===== config.mk =====
export PLATFORM = sky130hd
export DESIGN_NAME = reset_state_distribution
export DESIGN_NICKNAME = d
export VERILOG_FILES = /design/src/reset_state_pkg.sv /design/src/reset_state_distribution.sv
export SDC_FILE = /design/constraint.sdc
export NUM_CORES = 1
export LEC_CHECK = 0
export ABC_AREA = 1
export BUFFER_PORTS_ARGS = -buffer_cell sky130_fd_sc_hd__clkbuf_2
export CORE_MARGIN = 10
export CORE_UTILIZATION = 45
export CTS_BUF_LIST = sky130_fd_sc_hd__clkbuf_4
export DETAILED_ROUTE_END_ITERATION = 8
export PLACE_DENSITY = 0.76
export SYNTH_ARGS = -nofsm -noshare
export SYNTH_HDL_FRONTEND = slang
export SYNTH_SLANG_ARGS = --single-unit
export TNS_END_PERCENT = 50

===== constraint.sdc =====
create_clock -name sys_clk_i -period 2.1 [get_ports sys_clk_i]
set_clock_uncertainty 0.15 [all_clocks]
set_input_delay 0.105 -clock sys_clk_i [delete_from_list [all_inputs] [get_ports sys_clk_i]]
set_output_delay 0.105 -clock sys_clk_i [all_outputs]
set_load 0.02 [all_outputs]

===== src/reset_state_pkg.sv =====
// Package with constants and types for the reset state distribution block.
// ----------------------------------------------------------------------------
// Overview of operation
// Sleep/idle watchdog reset: clear PC and stack pointer, set both flags.
// Power-on reset clears timeout_flag and power_down_flag.
// Undervoltage reset in fast/slow mode keeps both flags.
// Watchdog reset in fast/slow mode sets timeout_flag, keeps power_down_flag.
// Power-on reset forces program counter to zero.
// Power-on reset clears all interrupt enables.
// Power-on reset clears watchdog and time bases; watchdog restarts.
// Power-on reset switches every timer module off.
// Power-on reset makes every port pin an input.
// Power-on reset points stack pointer at stack top.
// Each register loads its per-cause value; unchanged kept, unimplemented zero.
// Active cause is a clock-synchronous one-hot selector sent to registers.
// ----------------------------------------------------------------------------
package reset_state_pkg;

  // Reset cause selector, one-hot.
  typedef enum logic [4:0] {
    CAUSE_NONE      = 5'b00001,
    CAUSE_POWER_ON  = 5'b00010,
    CAUSE_UNDERVOLT = 5'b00100,
    CAUSE_WDT_RUN   = 5'b01000,
    CAUSE_WDT_SLEEP = 5'b10000
  } reset_cause_e;

  // Per-register reset action.
  typedef enum logic [1:0] {
    ACT_KEEP   = 2'h0,
    ACT_LOAD   = 2'h1,
    ACT_UNKNOWN = 2'h2
  } reset_act_e;

  // Status flags held by this block.
  typedef struct packed {
    logic timeout_flag;
    logic power_down_flag;
  } status_flags_s;

  // Core and peripheral reset commands, one pulse wide.
  typedef struct packed {
    logic clear_pc;
    logic init_stack;
    logic clear_int_enables;
    logic clear_wdt_timebase;
    logic timers_off;
    logic ports_input;
  } reset_cmd_s;

  localparam logic [0:0] FLAG_CLEAR = 1'h0;
  localparam logic [0:0] FLAG_SET = 1'h1;
  localparam int PC_WIDTH = 13;
  localparam int SP_WIDTH = 3;
  localparam logic [12:0] PC_RESET = 13'h0000;
  localparam logic [2:0] SP_ZERO = 3'h0;
  localparam logic [2:0] SP_TOP = 3'h0;
  localparam int NUM_REGS = 4;
  localparam int REG_WIDTH = 8;

endpackage : reset_state_pkg


===== src/reset_state_distribution.sv =====
// Reset cause decoder and per-register reset value distribution.
`timescale 1ns/10ps

module reset_state_distribution
  import reset_state_pkg::*;
#(
  parameter int NREGS = NUM_REGS,
  parameter int RW = REG_WIDTH,
  // Per-register values and actions for each cause (power-on, undervolt,
  // run watchdog, sleep watchdog).
  parameter logic [NREGS*RW-1:0] VAL_POR = '0,
  parameter logic [NREGS*RW-1:0] VAL_UV = '0,
  parameter logic [NREGS*RW-1:0] VAL_WR = '0,
  parameter logic [NREGS*RW-1:0] VAL_WS = '0,
  parameter logic [NREGS*2-1:0] ACT_POR = {NREGS{2'h1}},
  parameter logic [NREGS*2-1:0] ACT_UV = {NREGS{2'h1}},
  parameter logic [NREGS*2-1:0] ACT_WR = {NREGS{2'h1}},
  parameter logic [NREGS*2-1:0] ACT_WS = {NREGS{2'h0}},
  // Mask of implemented bits; others always read zero.
  parameter logic [NREGS*RW-1:0] IMPL_MASK = '1
)
(
  // Clock and reset.
  input wire logic sys_clk_i,
  input wire logic reset_i,
  // Reset sources, one-cycle requests synchronous to the clock, and the low-power mode level.
  input wire logic power_on_i,
  input wire logic undervoltage_reset_i,
  input wire logic watchdog_timer_timeout_i,
  input wire logic low_power_mode_i,
  // Register write port used in normal running.
  input wire logic [NREGS-1:0] reg_we_i,
  input wire logic [RW-1:0] reg_wdata_i,
  // Status flag updates from the core (halt sets/clears power_down_flag).
  input wire logic flags_we_i,
  input wire status_flags_s flags_wdata_i,
  // Outputs.
  output reset_cause_e cause_o,
  output status_flags_s flags_o,
  output reset_cmd_s cmd_o,
  output logic clear_pc_sp_o,
  output logic [NREGS*RW-1:0] regs_o
);

  // --------------------------------------------------------------------------
  // Parameter check
  // --------------------------------------------------------------------------
  initial
  begin
    if (NREGS < 1 || RW < 1)
    begin
      $error("reset_state_distribution: NREGS and RW must be positive");
    end
  end

  // --------------------------------------------------------------------------
  // Cause selection
  // --------------------------------------------------------------------------
  reset_cause_e next_cause;
  reset_cause_e cause;

  // Priority: power-on beats undervoltage beats watchdog, since a supply
  // collapse makes any watchdog event meaningless.
  always_comb
  begin
    next_cause = CAUSE_NONE;
    if (power_on_i)
    begin
      next_cause = CAUSE_POWER_ON;
    end
    else if (undervoltage_reset_i && !low_power_mode_i)
    begin
      // Undervoltage detection is off in idle or sleep mode.
      next_cause = CAUSE_UNDERVOLT;
    end
    else if (watchdog_timer_timeout_i && low_power_mode_i)
    begin
      next_cause = CAUSE_WDT_SLEEP;
    end
    else if (watchdog_timer_timeout_i)
    begin
      next_cause = CAUSE_WDT_RUN;
    end
  end

  // Registered one-hot selector, one clock after the request.
  always_ff @(posedge sys_clk_i or posedge reset_i)
  begin
    if (reset_i)
    begin
      cause <= CAUSE_POWER_ON;
    end
    else
    begin
      cause <= next_cause;
    end
  end

  assign cause_o = cause;

  // --------------------------------------------------------------------------
  // Status flags
  // --------------------------------------------------------------------------
  status_flags_s flags;

  // Reset causes override a core write in the same cycle.
  always_ff @(posedge sys_clk_i or posedge reset_i)
  begin
    if (reset_i)
    begin
      flags <= '0;
    end
    else
    begin
      case (cause)
        CAUSE_POWER_ON:
        begin
          flags.timeout_flag <= FLAG_CLEAR;
          flags.power_down_flag <= FLAG_CLEAR;
        end
        CAUSE_UNDERVOLT:
        begin
          flags <= flags;
        end
        CAUSE_WDT_RUN:
        begin
          flags.timeout_flag <= FLAG_SET;
        end
        CAUSE_WDT_SLEEP:
        begin
          flags.timeout_flag <= FLAG_SET;
          flags.power_down_flag <= FLAG_SET;
        end
        CAUSE_NONE:
        begin
          if (flags_we_i)
          begin
            flags <= flags_wdata_i;
          end
        end
        default:
        begin
          flags <= flags;
        end
      endcase
    end
  end

  assign flags_o = flags;

  // --------------------------------------------------------------------------
  // Core and peripheral commands
  // --------------------------------------------------------------------------
  reset_cmd_s cmd;

  // Commands are registered pulses lasting the cycle after the cause.
  always_ff @(posedge sys_clk_i or posedge reset_i)
  begin
    if (reset_i)
    begin
      cmd <= '0;
      clear_pc_sp_o <= 1'b0;
    end
    else
    begin
      cmd <= '0;
      clear_pc_sp_o <= 1'b0;
      case (cause)
        CAUSE_POWER_ON, CAUSE_UNDERVOLT, CAUSE_WDT_RUN:
        begin
          cmd.clear_pc <= 1'b1;
          cmd.init_stack <= 1'b1;
          cmd.clear_int_enables <= 1'b1;
          cmd.clear_wdt_timebase <= 1'b1;
          cmd.timers_off <= 1'b1;
          cmd.ports_input <= 1'b1;
        end
        CAUSE_WDT_SLEEP:
        begin
          clear_pc_sp_o <= 1'b1;
        end
        default:
        begin
          cmd <= '0;
        end
      endcase
    end
  end

  assign cmd_o = cmd;

  // --------------------------------------------------------------------------
  // Per-register reset values
  // --------------------------------------------------------------------------
  // Selects the action for register index i under the current cause.
  function automatic logic [1:0] act_of(input reset_cause_e c, input int i);
    logic [1:0] a;
    a = ACT_KEEP;
    case (c)
      CAUSE_POWER_ON: a = ACT_POR[i*2 +: 2];
      CAUSE_UNDERVOLT: a = ACT_UV[i*2 +: 2];
      CAUSE_WDT_RUN: a = ACT_WR[i*2 +: 2];
      CAUSE_WDT_SLEEP: a = ACT_WS[i*2 +: 2];
      default: a = ACT_KEEP;
    endcase
    return a;
  endfunction : act_of

  // Selects the load value for register index i under the current cause.
  function automatic logic [RW-1:0] val_of(input reset_cause_e c,
    input int i);
    logic [RW-1:0] v;
    v = '0;
    case (c)
      CAUSE_POWER_ON: v = VAL_POR[i*RW +: RW];
      CAUSE_UNDERVOLT: v = VAL_UV[i*RW +: RW];
      CAUSE_WDT_RUN: v = VAL_WR[i*RW +: RW];
      CAUSE_WDT_SLEEP: v = VAL_WS[i*RW +: RW];
      default: v = '0;
    endcase
    return v;
  endfunction : val_of

  // Unknown values are modelled as zero; software must not rely on them.
  genvar gi;
  generate
    for (gi = 0; gi < NREGS; gi++)
    begin : g_reg
      logic [RW-1:0] value;
      always_ff @(posedge sys_clk_i or posedge reset_i)
      begin
        if (reset_i)
        begin
          value <= '0;
        end
        else if (cause != CAUSE_NONE)
        begin
          case (act_of(cause, gi))
            ACT_LOAD: value <= val_of(cause, gi) & IMPL_MASK[gi*RW +: RW];
            ACT_UNKNOWN: value <= '0;
            default: value <= value;
          endcase
        end
        else if (reg_we_i[gi])
        begin
          value <= reg_wdata_i & IMPL_MASK[gi*RW +: RW];
        end
      end
      assign regs_o[gi*RW +: RW] = value;
    end
  endgenerate

endmodule : reset_state_distribution


==> run_results.csv, run 1 <==
group,metric,value,unit
place,hpwl,3400,um
floorplanning,die_height,82.9,um
logic_synthesis,synth_cell_types,19,
worst_setup_path,required,2.25,ns
clock_tree,clock_path_buffers,2,
logic_synthesis,syn_inst,195,
worst_setup_path,start_kind,"flop",
final_layout,fillers,318,
power,power_leakage,1.43,nW
clock_tree,cts_resized,0,
clock_tree,clk_latency,0.34,ns
timing,min_period,1.97,ns
clock_tree,cts_tree,"done",
global_routing,grt_start_max_net_pins,42,
final_layout,finalCoreUtilization,0.636,
logic_synthesis,syn-num-nets,216,
logic_synthesis,synth_seq_cells,41,
worst_hold_path,whs_path_depth,4,
timing,fmax,507,MHz
power,power_switching,0.465,mW
worst_setup_path,cp.arrival,2.13,ns
global_routing,grt_pass1_vias,1661,
floorplanning,initial_core_util,0.476,
timing,fin_crit_sh,0.939,
status,status,"finished, final reports clean",
final_layout,layout-drive-gt1-share,0.320,
drt,ant_nets,0,
logic_synthesis,ys_warn_count,0,
drt,drt-total-wl,4870,um
floorplanning,core.rowCount,22,
worst_setup_path,reg2reg_slack,0.13,ns
drt,drtPass1Iterations,5,
logic_synthesis,avgSynthCellArea,9.14,um2
logic_synthesis,syn-cell-area,1780,um2
clock_tree,numCtsBuffers,5,
flow_run,maxCapViolCount,0,
floorplanning,die_w,82.9,um
worst_setup_path,setup.worst_path.class,"flop to flop",
logic_synthesis,synth.largest_area_cell,"dfrtp_1",
drt,drt-vias-per-instance,4.94,
drt,wire_per_inst,14.6,um
power,power_density,637,nW/um2
floorplanning,die_area,6880,um2
place,postPlaceCellArea,2100,um2
timing,rsz0062_at_grt,"no",
global_routing,grtUsageTotal,0.142,
power,p_seq_frac,0.563,
timing,slew_violations,0,
worst_hold_path,hold_path.class,"input port to flop",
global_routing,grt_first_pass_wirelength,8110,um
final_layout,fin_nets,304,
power,power_frac_clock,0.254,
global_routing,overflow,0,
floorplanning,coreArea,3740,um2
drt,drt_iter0_drc,129,
timing,final.setup.tns,0,ns
final_layout,final_cell_area,2380,um2
timing,setup_violations,0,
drt,vias,1644,
clock_tree,clk_pin_slew_worst_paths,0.12,ns
worst_setup_path,worst_r2r_path_depth,6,
logic_synthesis,synth-seq-area-share,0.577,
power,intPower,1.05,mW
worst_setup_path,cp_max_fo,6,
clock_tree,root_buffer,"clkbuf_4",
drt,drc,0,
global_routing,antenna_found_initial,1,
timing,hold_viol,0,
logic_synthesis,yosys.area.top_type_share,0.562,
floorplanning,io_pins,67,
worst_setup_path,end_kind,"flop",
place,gp_congestion,0.825,
power,vdd_drop_max,0.395,mV
power,switching_share,0.306,
timing,worst_pin_slew,0.509,ns
place,io_buffers,66,
clock_tree,cts.sinks,41,
power,pwr-share-comb,0.183,
final_layout,syn2layout_area_growth,33.7,%
timing,relSlewSlack,0.660,
logic_synthesis,synth.area.top_cells,"dfrtp_1 56%, nand2_1 15%, nand3_1 10%",
clock_tree,htree_num_levels,2,
## registers in the layout, summed over array words and instances, names as in the netlist
register / cells
cause_o: 5
clear_pc_sp_o: 1
cmd_o: 1
flags_o: 2
g.value: 32
## power by group through the flow
stage          logic [mW]  clock network [mW]  registers [mW]
6_report            0.278               0.386           0.855
2_1_floorplan       0.126                   0           0.911
3_5_place_dp        0.246                   0           0.870
5_1_grt             0.306               0.423           0.861
4_1_cts             0.278               0.391           0.854
3_3_place_gp        0.244                   0           0.869
## cell families (layout without fill, tap and decap cells)
| kind of cell | count (synthesis) | count (layout) | share of synthesized area |
|---|---|---|---|
| other | 0 | 1 | 0 |
| AO/OA/AOI/OAI | 4 | 4 | 0.0168 |
| flip-flops | 41 | 41 | 0.577 |
| AND/OR/NAND/NOR | 124 | 124 | 0.323 |
| buffers and inverters | 26 | 115 | 0.0836 |
## cell usage after synthesis
cell and count:
nand2_1 71, dfrtp_1 40, nand3_1 36, inv_1 12
buf_4 5, buf_6 4, nand4_2 4, nor2_1 4
inv_2 3, nand4_1 3, o21ai_0 3, clkinv_2 2
nor2_2 2, dfstp_2 1, nand3_2 1, nor2_4 1
nor3_1 1, nor4_1 1, o21a_4 1
## final cells by class
type	instances	area, um2	share of cell area
inverter	17	66.3	0.0278
antenna	1	2.50	0.00105
clock inverter	3	17.5	0.00735
sequential	41	1030	0.431
multi-input combinational	128	606	0.254
clock buffer	5	37.5	0.0158
tap	48	60.1	0.0252
timing repair buffer	90	566	0.237
## final timing paths
check / startpoint / endpoint
worst max-delay path: cause_o[4] / g_reg[3].value[7]
min in group asynchronous: reset_i / flags_o[0]
worst min-delay path: flags_we_i / flags_o[0]
worst max register to register: cause_o[4] / g_reg[3].value[7]
worst min register to register: g_reg[3].value[1] / g_reg[3].value[1]
max in group asynchronous: reset_i / cause_o[1]
## per-layer routing
metal / routed length, um / up-vias / GRT usage / part of all wire
met1: 1940 / 777 / 0.158 / 0.40
met3: 338 / 6 / 0.0371 / 0.069
met5: 0 / - / 0 / 0
li1: - / 803 / - / -
met4: 68 / 0 / 0.0785 / 0.014
met2: 2520 / 58 / 0.241 / 0.52
## repair_timing
action                     CTS  global route
hold endpoints to repair    79             0
hold buffers                22             0
setup buffers                0             1
setup endpoints to repair    0             2
## stage by stage
step | power [mW] | instances | worst slack (ns) | hold WS, ns
6_report | 1.52 | 333 | 0.127 | 0.0286
5_1_grt | 1.59 | 333 | 0.0134 | 0.0561
4_1_cts | 1.52 | 331 | 0.136 | 0.0108
3_5_place_dp | 1.12 | 301 | 0.524 | 0.0888
3_3_place_gp | 1.11 | 301 | 0.566 | 0.0814
2_1_floorplan | 1.04 | 195 | 0.577 | -0.0405
## critical path: stages, from the launching register on
cell	delay [ns]
dfrtp_1	0.44
nor2_2	0.29
nand3_1	0.16
nor2_1	0.22
nand2_1	0.07
dlygate4sd3_1	0.55
nand2_1	0.06
## cell usage in the layout, fill, tap and decap left out, drive strengths merged
| master | instances |
|---|---|
| nand2 | 71 |
| clkbuf | 71 |
| dfrtp | 40 |
| nand3 | 37 |
| dlygate4sd3 | 22 |
| inv | 15 |
| nor2 | 7 |
| nand4 | 7 |
| clkinv | 4 |
| o21ai | 3 |
| buf | 2 |
| diode | 1 |
| o21a | 1 |
| nor4 | 1 |
| nor3 | 1 |
| dfstp | 1 |
| clkinvlp | 1 |
Note: power is estimated with default switching activity, not from simulation.
==> run 2, diff against run 1 <==
--- a/config.mk
+++ b/config.mk
@@ -11,7 +11,7 @@
 export CORE_UTILIZATION = 45
 export CTS_BUF_LIST = sky130_fd_sc_hd__clkbuf_4
 export DETAILED_ROUTE_END_ITERATION = 8
-export PLACE_DENSITY = 0.76
+export PLACE_DENSITY = 0.79
 export SYNTH_ARGS = -nofsm -noshare
 export SYNTH_HDL_FRONTEND = slang
 export SYNTH_SLANG_ARGS = --single-unit
==> run 2 against run 1 <==
  * Non-clock buffer count increased by 1
  * Final area decreased by 0.16%
  * Core utilization decreased by 0.10 points
  * Via count decreased by 0.85%
  * Critical endpoint is now flags_o[1]
==> run_results.csv, run 2 (synthesized netlist as in run 1, its figures left out) <==
group,metric,value,unit
status,status,"finished, final reports clean",
final_layout,regMostFlops,"g.value",
drt,wire_per_inst,15.0,um
global_routing,grtUsageTotal,0.140,
worst_setup_path,cp_max_fo,8,
flow_run,maxCapViolCount,0,
timing,min_period,1.97,ns
final_layout,final_common_cell,"nand2_1",
final_layout,layout_common_cells,"71 x nand2_1, 66 x clkbuf_2, 40 x dfrtp_1, 36 x nand3_1, 21 x dlygate4sd3_1",
clock_tree,htree_num_levels,2,
floorplanning,die_area,6880,um2
place,hpwl,3400,um
clock_tree,root_buffer,"clkbuf_4",
timing,setup_violations,0,
timing,relSlewSlack,0.669,
power,vdd_drop_max,0.362,mV
floorplanning,die_w,82.9,um
worst_setup_path,reg2reg_slack,0.13,ns
timing,hold_viol,0,
place,gp_congestion,0.776,
drt,vias,1630,
timing,fmax,507,MHz
worst_setup_path,setup.worst_path.class,"flop to flop",
floorplanning,initial_core_util,0.476,
worst_setup_path,required,2.23,ns
final_layout,layoutNonFillerInstCount,332,
clock_tree,cts.sinks,41,
final_layout,antenna_cells,0,
floorplanning,die_height,82.9,um
global_routing,grt_start_max_net_pins,42,
floorplanning,coreArea,3740,um2
timing,final.setup.tns,0,ns
drt,drtPass1Iterations,4,
clock_tree,clk_pin_slew_worst_paths,0.11,ns
worst_hold_path,min_from,"reg_we_i[0]",
clock_tree,cts_resized,0,
place,io_buffers,66,
clock_tree,cts_tree,"done",
place,dpl.cell_count,301,
final_layout,layout-drive-gt1-share,0.320,
final_layout,syn2layout_area_growth,33.5,%
timing,fin_crit_sh,0.939,
floorplanning,core.rowCount,22,
global_routing,grt_pass1_vias,1593,
drt,ant_nets,0,
floorplanning,io_pins,67,
clock_tree,numCtsBuffers,5,
drt,drt-vias-per-instance,4.91,
worst_setup_path,start_kind,"flop",
worst_setup_path,cp.arrival,2.10,ns
clock_tree,clock_path_buffers,2,
timing,rsz0062_at_grt,"no",
drt,drt-total-wl,4970,um
global_routing,antenna_found_initial,0,
worst_setup_path,rr_startpoint,"cause_o[3]",
final_layout,fin_nets,305,
global_routing,grt_first_pass_wirelength,8030,um
power,power_density,632,nW/um2
power,power_leakage,1.44,nW
timing,slew_violations,0,
final_layout,largest_reg_flops,32,
clock_tree,clk_latency,0.34,ns
worst_setup_path,critPathLaunch,"cause_o[3]",
worst_hold_path,hold_path.class,"input port to flop",
global_routing,overflow,0,
timing,worst_pin_slew,0.496,ns
worst_setup_path,end_kind,"flop",
drt,drc,0,
power,power,1.50,mW
final_layout,final_cell_area,2380,um2
drt,drt_iter0_drc,123,
place,postPlaceCellArea,2100,um2
==> run 2: cell types whose count changed in the layout (fill, tap and decap cells not counted), sizes merged <==
cell / previous run / this run
clkinvlp: 1 / 0
clkinv: 4 / 3
dlygate4sd3: 22 / 21
clkbuf: 71 / 72
diode: 1 / 0
buf: 2 / 4
==> run 2: critical path, cell delays in order, from the launching register on <==
cell	delay, ns
dfrtp_1	0.46
nor2_4	0.24
nand3_1	0.21
nand3_1	0.18
nand2_1	0.07
nand3_1	0.06
dlygate4sd3_1	0.55
==> run 2: layout make-up <==
cell class | count | area, um2
Tap cell | 48 | 60.1
Clock buffer | 6 | 45.0
Multi-Input combinational cell | 128 | 606
Sequential cell | 41 | 1030
Timing Repair Buffer | 91 | 571
Inverter | 17 | 66.3
Clock inverter | 1 | 3.75
Fill cell | 326 | 1370
==> run 2: what timing repair did <==
item | in CTS | in global routing
hold endpoints to repair | 79 | 0
hold buffers | 21 | 0
setup buffers | 0 | 3
setup endpoints to repair | 0 | 1
==> run 2: path summary, 6_finish.rpt <==
| kind | endpoint | cells past startpoint |
|---|---|---|
| worst max-delay path | flags_o[1] | 6 |
| worst min-delay path | g_reg[0].value[7] | 4 |
| worst max register to register | flags_o[1] | 6 |
| worst min register to register | g_reg[3].value[7] | 2 |
| max in group asynchronous | cause_o[1] | 4 |
| min in group asynchronous | flags_o[0] | 4 |
==> run 2: where the power goes <==
part / leakage (nW) / internal, mW / switching, mW
clock: 0.0292 / 0.135 / 0.232
combinational: 0.849 / 0.103 / 0.178
sequential: 0.559 / 0.826 / 0.0294
==> run 2: metal layers <==
layer | track usage | vias to the layer above | part of all wire
met3 | 0.0449 | 13 | 0.062
met2 | 0.236 | 58 | 0.52
li1 | - | 801 | -
met5 | 0 | - | 0
met1 | 0.153 | 758 | 0.39
met4 | 0.0738 | 0 | 0.029
==> run 2: per-stage QoR <==
step,hold WS (ns),util,setup WS [ns]
after detailed placement,0.0839,0.560,0.549
after global routing,0.103,0.635,0.00535
after floorplan,-0.0405,-,0.577
final,0.0870,0.635,0.129
after global placement,0.0786,0.560,0.594
after CTS,0.0565,0.629,0.138
==> run 3, diff against run 2 <==
--- a/config.mk
+++ b/config.mk
@@ -9,7 +9,7 @@
 export BUFFER_PORTS_ARGS = -buffer_cell sky130_fd_sc_hd__clkbuf_2
 export CORE_MARGIN = 10
 export CORE_UTILIZATION = 45
-export CTS_BUF_LIST = sky130_fd_sc_hd__clkbuf_4
+export CTS_BUF_LIST = sky130_fd_sc_hd__clkbuf_8
 export DETAILED_ROUTE_END_ITERATION = 8
 export PLACE_DENSITY = 0.79
 export SYNTH_ARGS = -nofsm -noshare
==> run 3 against run 2 <==
  * Clock power grew 36%
  * Final cell count shrank 1.8%
  * Combinational power shrank 5%
  * Hold slack lost 0.066 ns
  * Via count shrank 2.3%
  * Register-to-register slack gained 0.38 ns
  * Sequential share of layout area grew 0.27 points
  * Flip-flop and latch count is the same
  * Die area is the same
  * Maximum frequency grew 24%
  * Routed wire length shrank 4.9%
  * Critical path type unchanged
  * Critical endpoint is now g_reg[0].value[1]
==> run_results.csv, run 3 (synthesized netlist as in run 1, its figures left out) <==
group,metric,value,unit
timing,relSlewSlack,0.668,
timing,worst_pin_slew,0.498,ns
final_layout,seqCellArea,1030,um2
clock_tree,cts_resized,0,
timing,rsz0062_at_grt,"no",
power,switching_share,0.275,
global_routing,grt_pass1_vias,1529,
timing,setup_violations,0,
power,intPower,1.18,mW
power,power_density,687,nW/um2
worst_setup_path,reg2reg_slack,0.50,ns
clock_tree,post_cts_buffers,0,
final_layout,layout-drive-gt1-share,0.317,
timing,final.setup.tns,0,ns
clock_tree,numCtsBuffers,5,
worst_setup_path,cp_cell_sequence,"nor2_4 -> inv_2 -> nand2_1 -> o21a_4 -> nand3_1 -> nand2_1",
final_layout,fin_nets,299,
worst_setup_path,start_kind,"flop",
floorplanning,die_w,82.9,um
worst_hold_path,whs_path_depth,5,
floorplanning,initial_core_util,0.476,
drt,drt-total-wl,4730,um
final_layout,antenna_cells,0,
floorplanning,core.rowCount,22,
final_layout,final_common_cell,"nand2_1",
clock_tree,htree_num_levels,2,
worst_hold_path,worstHoldEndpoint,"flags_o[0]",
final_layout,multi_input_area,606,um2
power,power_switching,0.447,mW
floorplanning,io_pins,67,
timing,setup_ws,0.504,ns
place,pre_cts_ws,0.549,ns
power,pwr-share-comb,0.165,
final_layout,fillers,326,
global_routing,grt_start_max_net_pins,42,
clock_tree,cts_tree,"done",
place,io_buffers,66,
clock_tree,clock_path_buffers,2,
final_layout,syn2layout_area_growth,32.7,%
timing,hold_ws,0.0210,ns
drt,wire_per_inst,14.5,um
drt,drtPass1Iterations,5,
worst_hold_path,hold_path.class,"input port to flop",
worst_setup_path,cp_max_fo,33,
worst_hold_path,min_from,"flags_wdata_i[0]",
worst_setup_path,rr_startpoint,"cause_o[2]",
worst_setup_path,setup.worst_path.class,"flop to flop",
place,gp_congestion,0.776,
worst_setup_path,worst_r2r_path_depth,6,
worst_setup_path,crit_path_frequent_cell,"nand2_1",
timing,fin_crit_sh,0.760,
clock_tree,cts.sinks,41,
drt,vias,1592,
worst_setup_path,end_kind,"flop",
clock_tree,clk_latency,0.28,ns
worst_setup_path,crit_path_top_delay_cell,"dfrtp_1",
timing,min_period,1.60,ns
power,vdd_drop_max,0.363,mV
floorplanning,die_area,6880,um2
worst_setup_path,max_stage_delay,0.43,ns
global_routing,antenna_found_initial,0,
drt,ant_nets,0,
drt,drc,0,
floorplanning,die_height,82.9,um
drt,drt_iter0_drc,130,
power,power_leakage,1.43,nW
clock_tree,root_buffer,"clkbuf_8",
global_routing,overflow,0,
worst_setup_path,cp.arrival,1.67,ns
status,status,"finished, final reports clean",
power,power_frac_clock,0.308,
place,hpwl,3400,um
drt,drt-vias-per-instance,4.88,
worst_setup_path,rr_endpoint,"g_reg[0].value[1]",
clock_tree,clk_pin_slew_worst_paths,0.07,ns
final_layout,largest_reg_flops,32,
timing,fmax,627,MHz
final_layout,regMostFlops,"g.value",
global_routing,grtUsageTotal,0.133,
timing,slew_violations,0,
flow_run,maxCapViolCount,0,
timing,hold_viol,0,
global_routing,grt_first_pass_wirelength,7790,um
worst_setup_path,required,2.18,ns
final_layout,layout_common_cells,"71 x nand2_1, 66 x clkbuf_2, 40 x dfrtp_1, 36 x nand3_1, 18 x dlygate4sd3_1",
power,p_seq_frac,0.527,
floorplanning,coreArea,3740,um2
run 3: changes by cell type in the layout (fill, tap and decap cells not counted), sizes merged:
cell	previous run	this run
inv	15	16
clkinv	3	2
dlygate4sd3	21	18
buf	4	1
run 3: per-layer routing:
layer  track usage  share of wire  vias to the layer above
li1              -              -                      785
met1         0.153           0.39                      737
met2         0.225           0.52                       61
met3        0.0410          0.074                        9
met4        0.0523          0.019                        0
met5             0              0                        -
run 3: layout make-up:
cell class	instances	area share
Tap cell	48	0.0254
Inverter	17	0.0281
Timing Repair Buffer	85	0.219
Sequential cell	41	0.435
Multi-Input combinational cell	128	0.256
Clock inverter	1	0.00159
Clock buffer	6	0.0349
run 3: timing repair:
item / in CTS / in global routing
setup endpoints to repair: 0 / 0
endpoints found under the hold margin: 77 / 0
hold buffers: 18 / 0
run 3: metrics by stage:
stage | total power, mW | utilization | cells | instance area (um2)
after global placement | 1.11 | 0.560 | 301 | 2100
after global routing | 1.70 | 0.631 | 326 | 2360
after floorplan | 1.04 | - | 195 | 1780
after CTS | 1.63 | 0.631 | 326 | 2360
final | 1.62 | 0.631 | 326 | 2360
after detailed placement | 1.11 | 0.560 | 301 | 2100
run 3: power groups by stage:
stage               logic (mW)  clock network [mW]  registers (mW)
floorplan                0.126                   0           0.911
global placement         0.241                   0           0.869
CTS                      0.271               0.506           0.855
global route             0.294               0.540           0.861
detailed placement       0.244                   0           0.870
finish                   0.268               0.500           0.855
run 3: how the worst max path moves through the flow:
stage                     startpoint                end  slack [ns]  cells past startpoint
after CTS                 cause_o[2]  g_reg[2].value[0]        0.52                      6
final                     cause_o[2]  g_reg[0].value[1]        0.50                      6
after global routing      cause_o[2]  g_reg[2].value[1]        0.35                      6
after global placement    cause_o[2]  g_reg[2].value[1]        0.59                      6
after detailed placement  cause_o[2]  g_reg[1].value[2]        0.55                      5
after floorplan           cause_o[0]  g_reg[0].value[2]        0.58                      7
run 3: critical path: cells and delay by family, from the launching register on:
family / cells / cell delay, ns
buffers and inverters: 1 / 0.04
AOI/OAI and AO/OA: 1 / 0.34
and+or+nand+nor: 4 / 0.57
DFF: 1 / 0.43
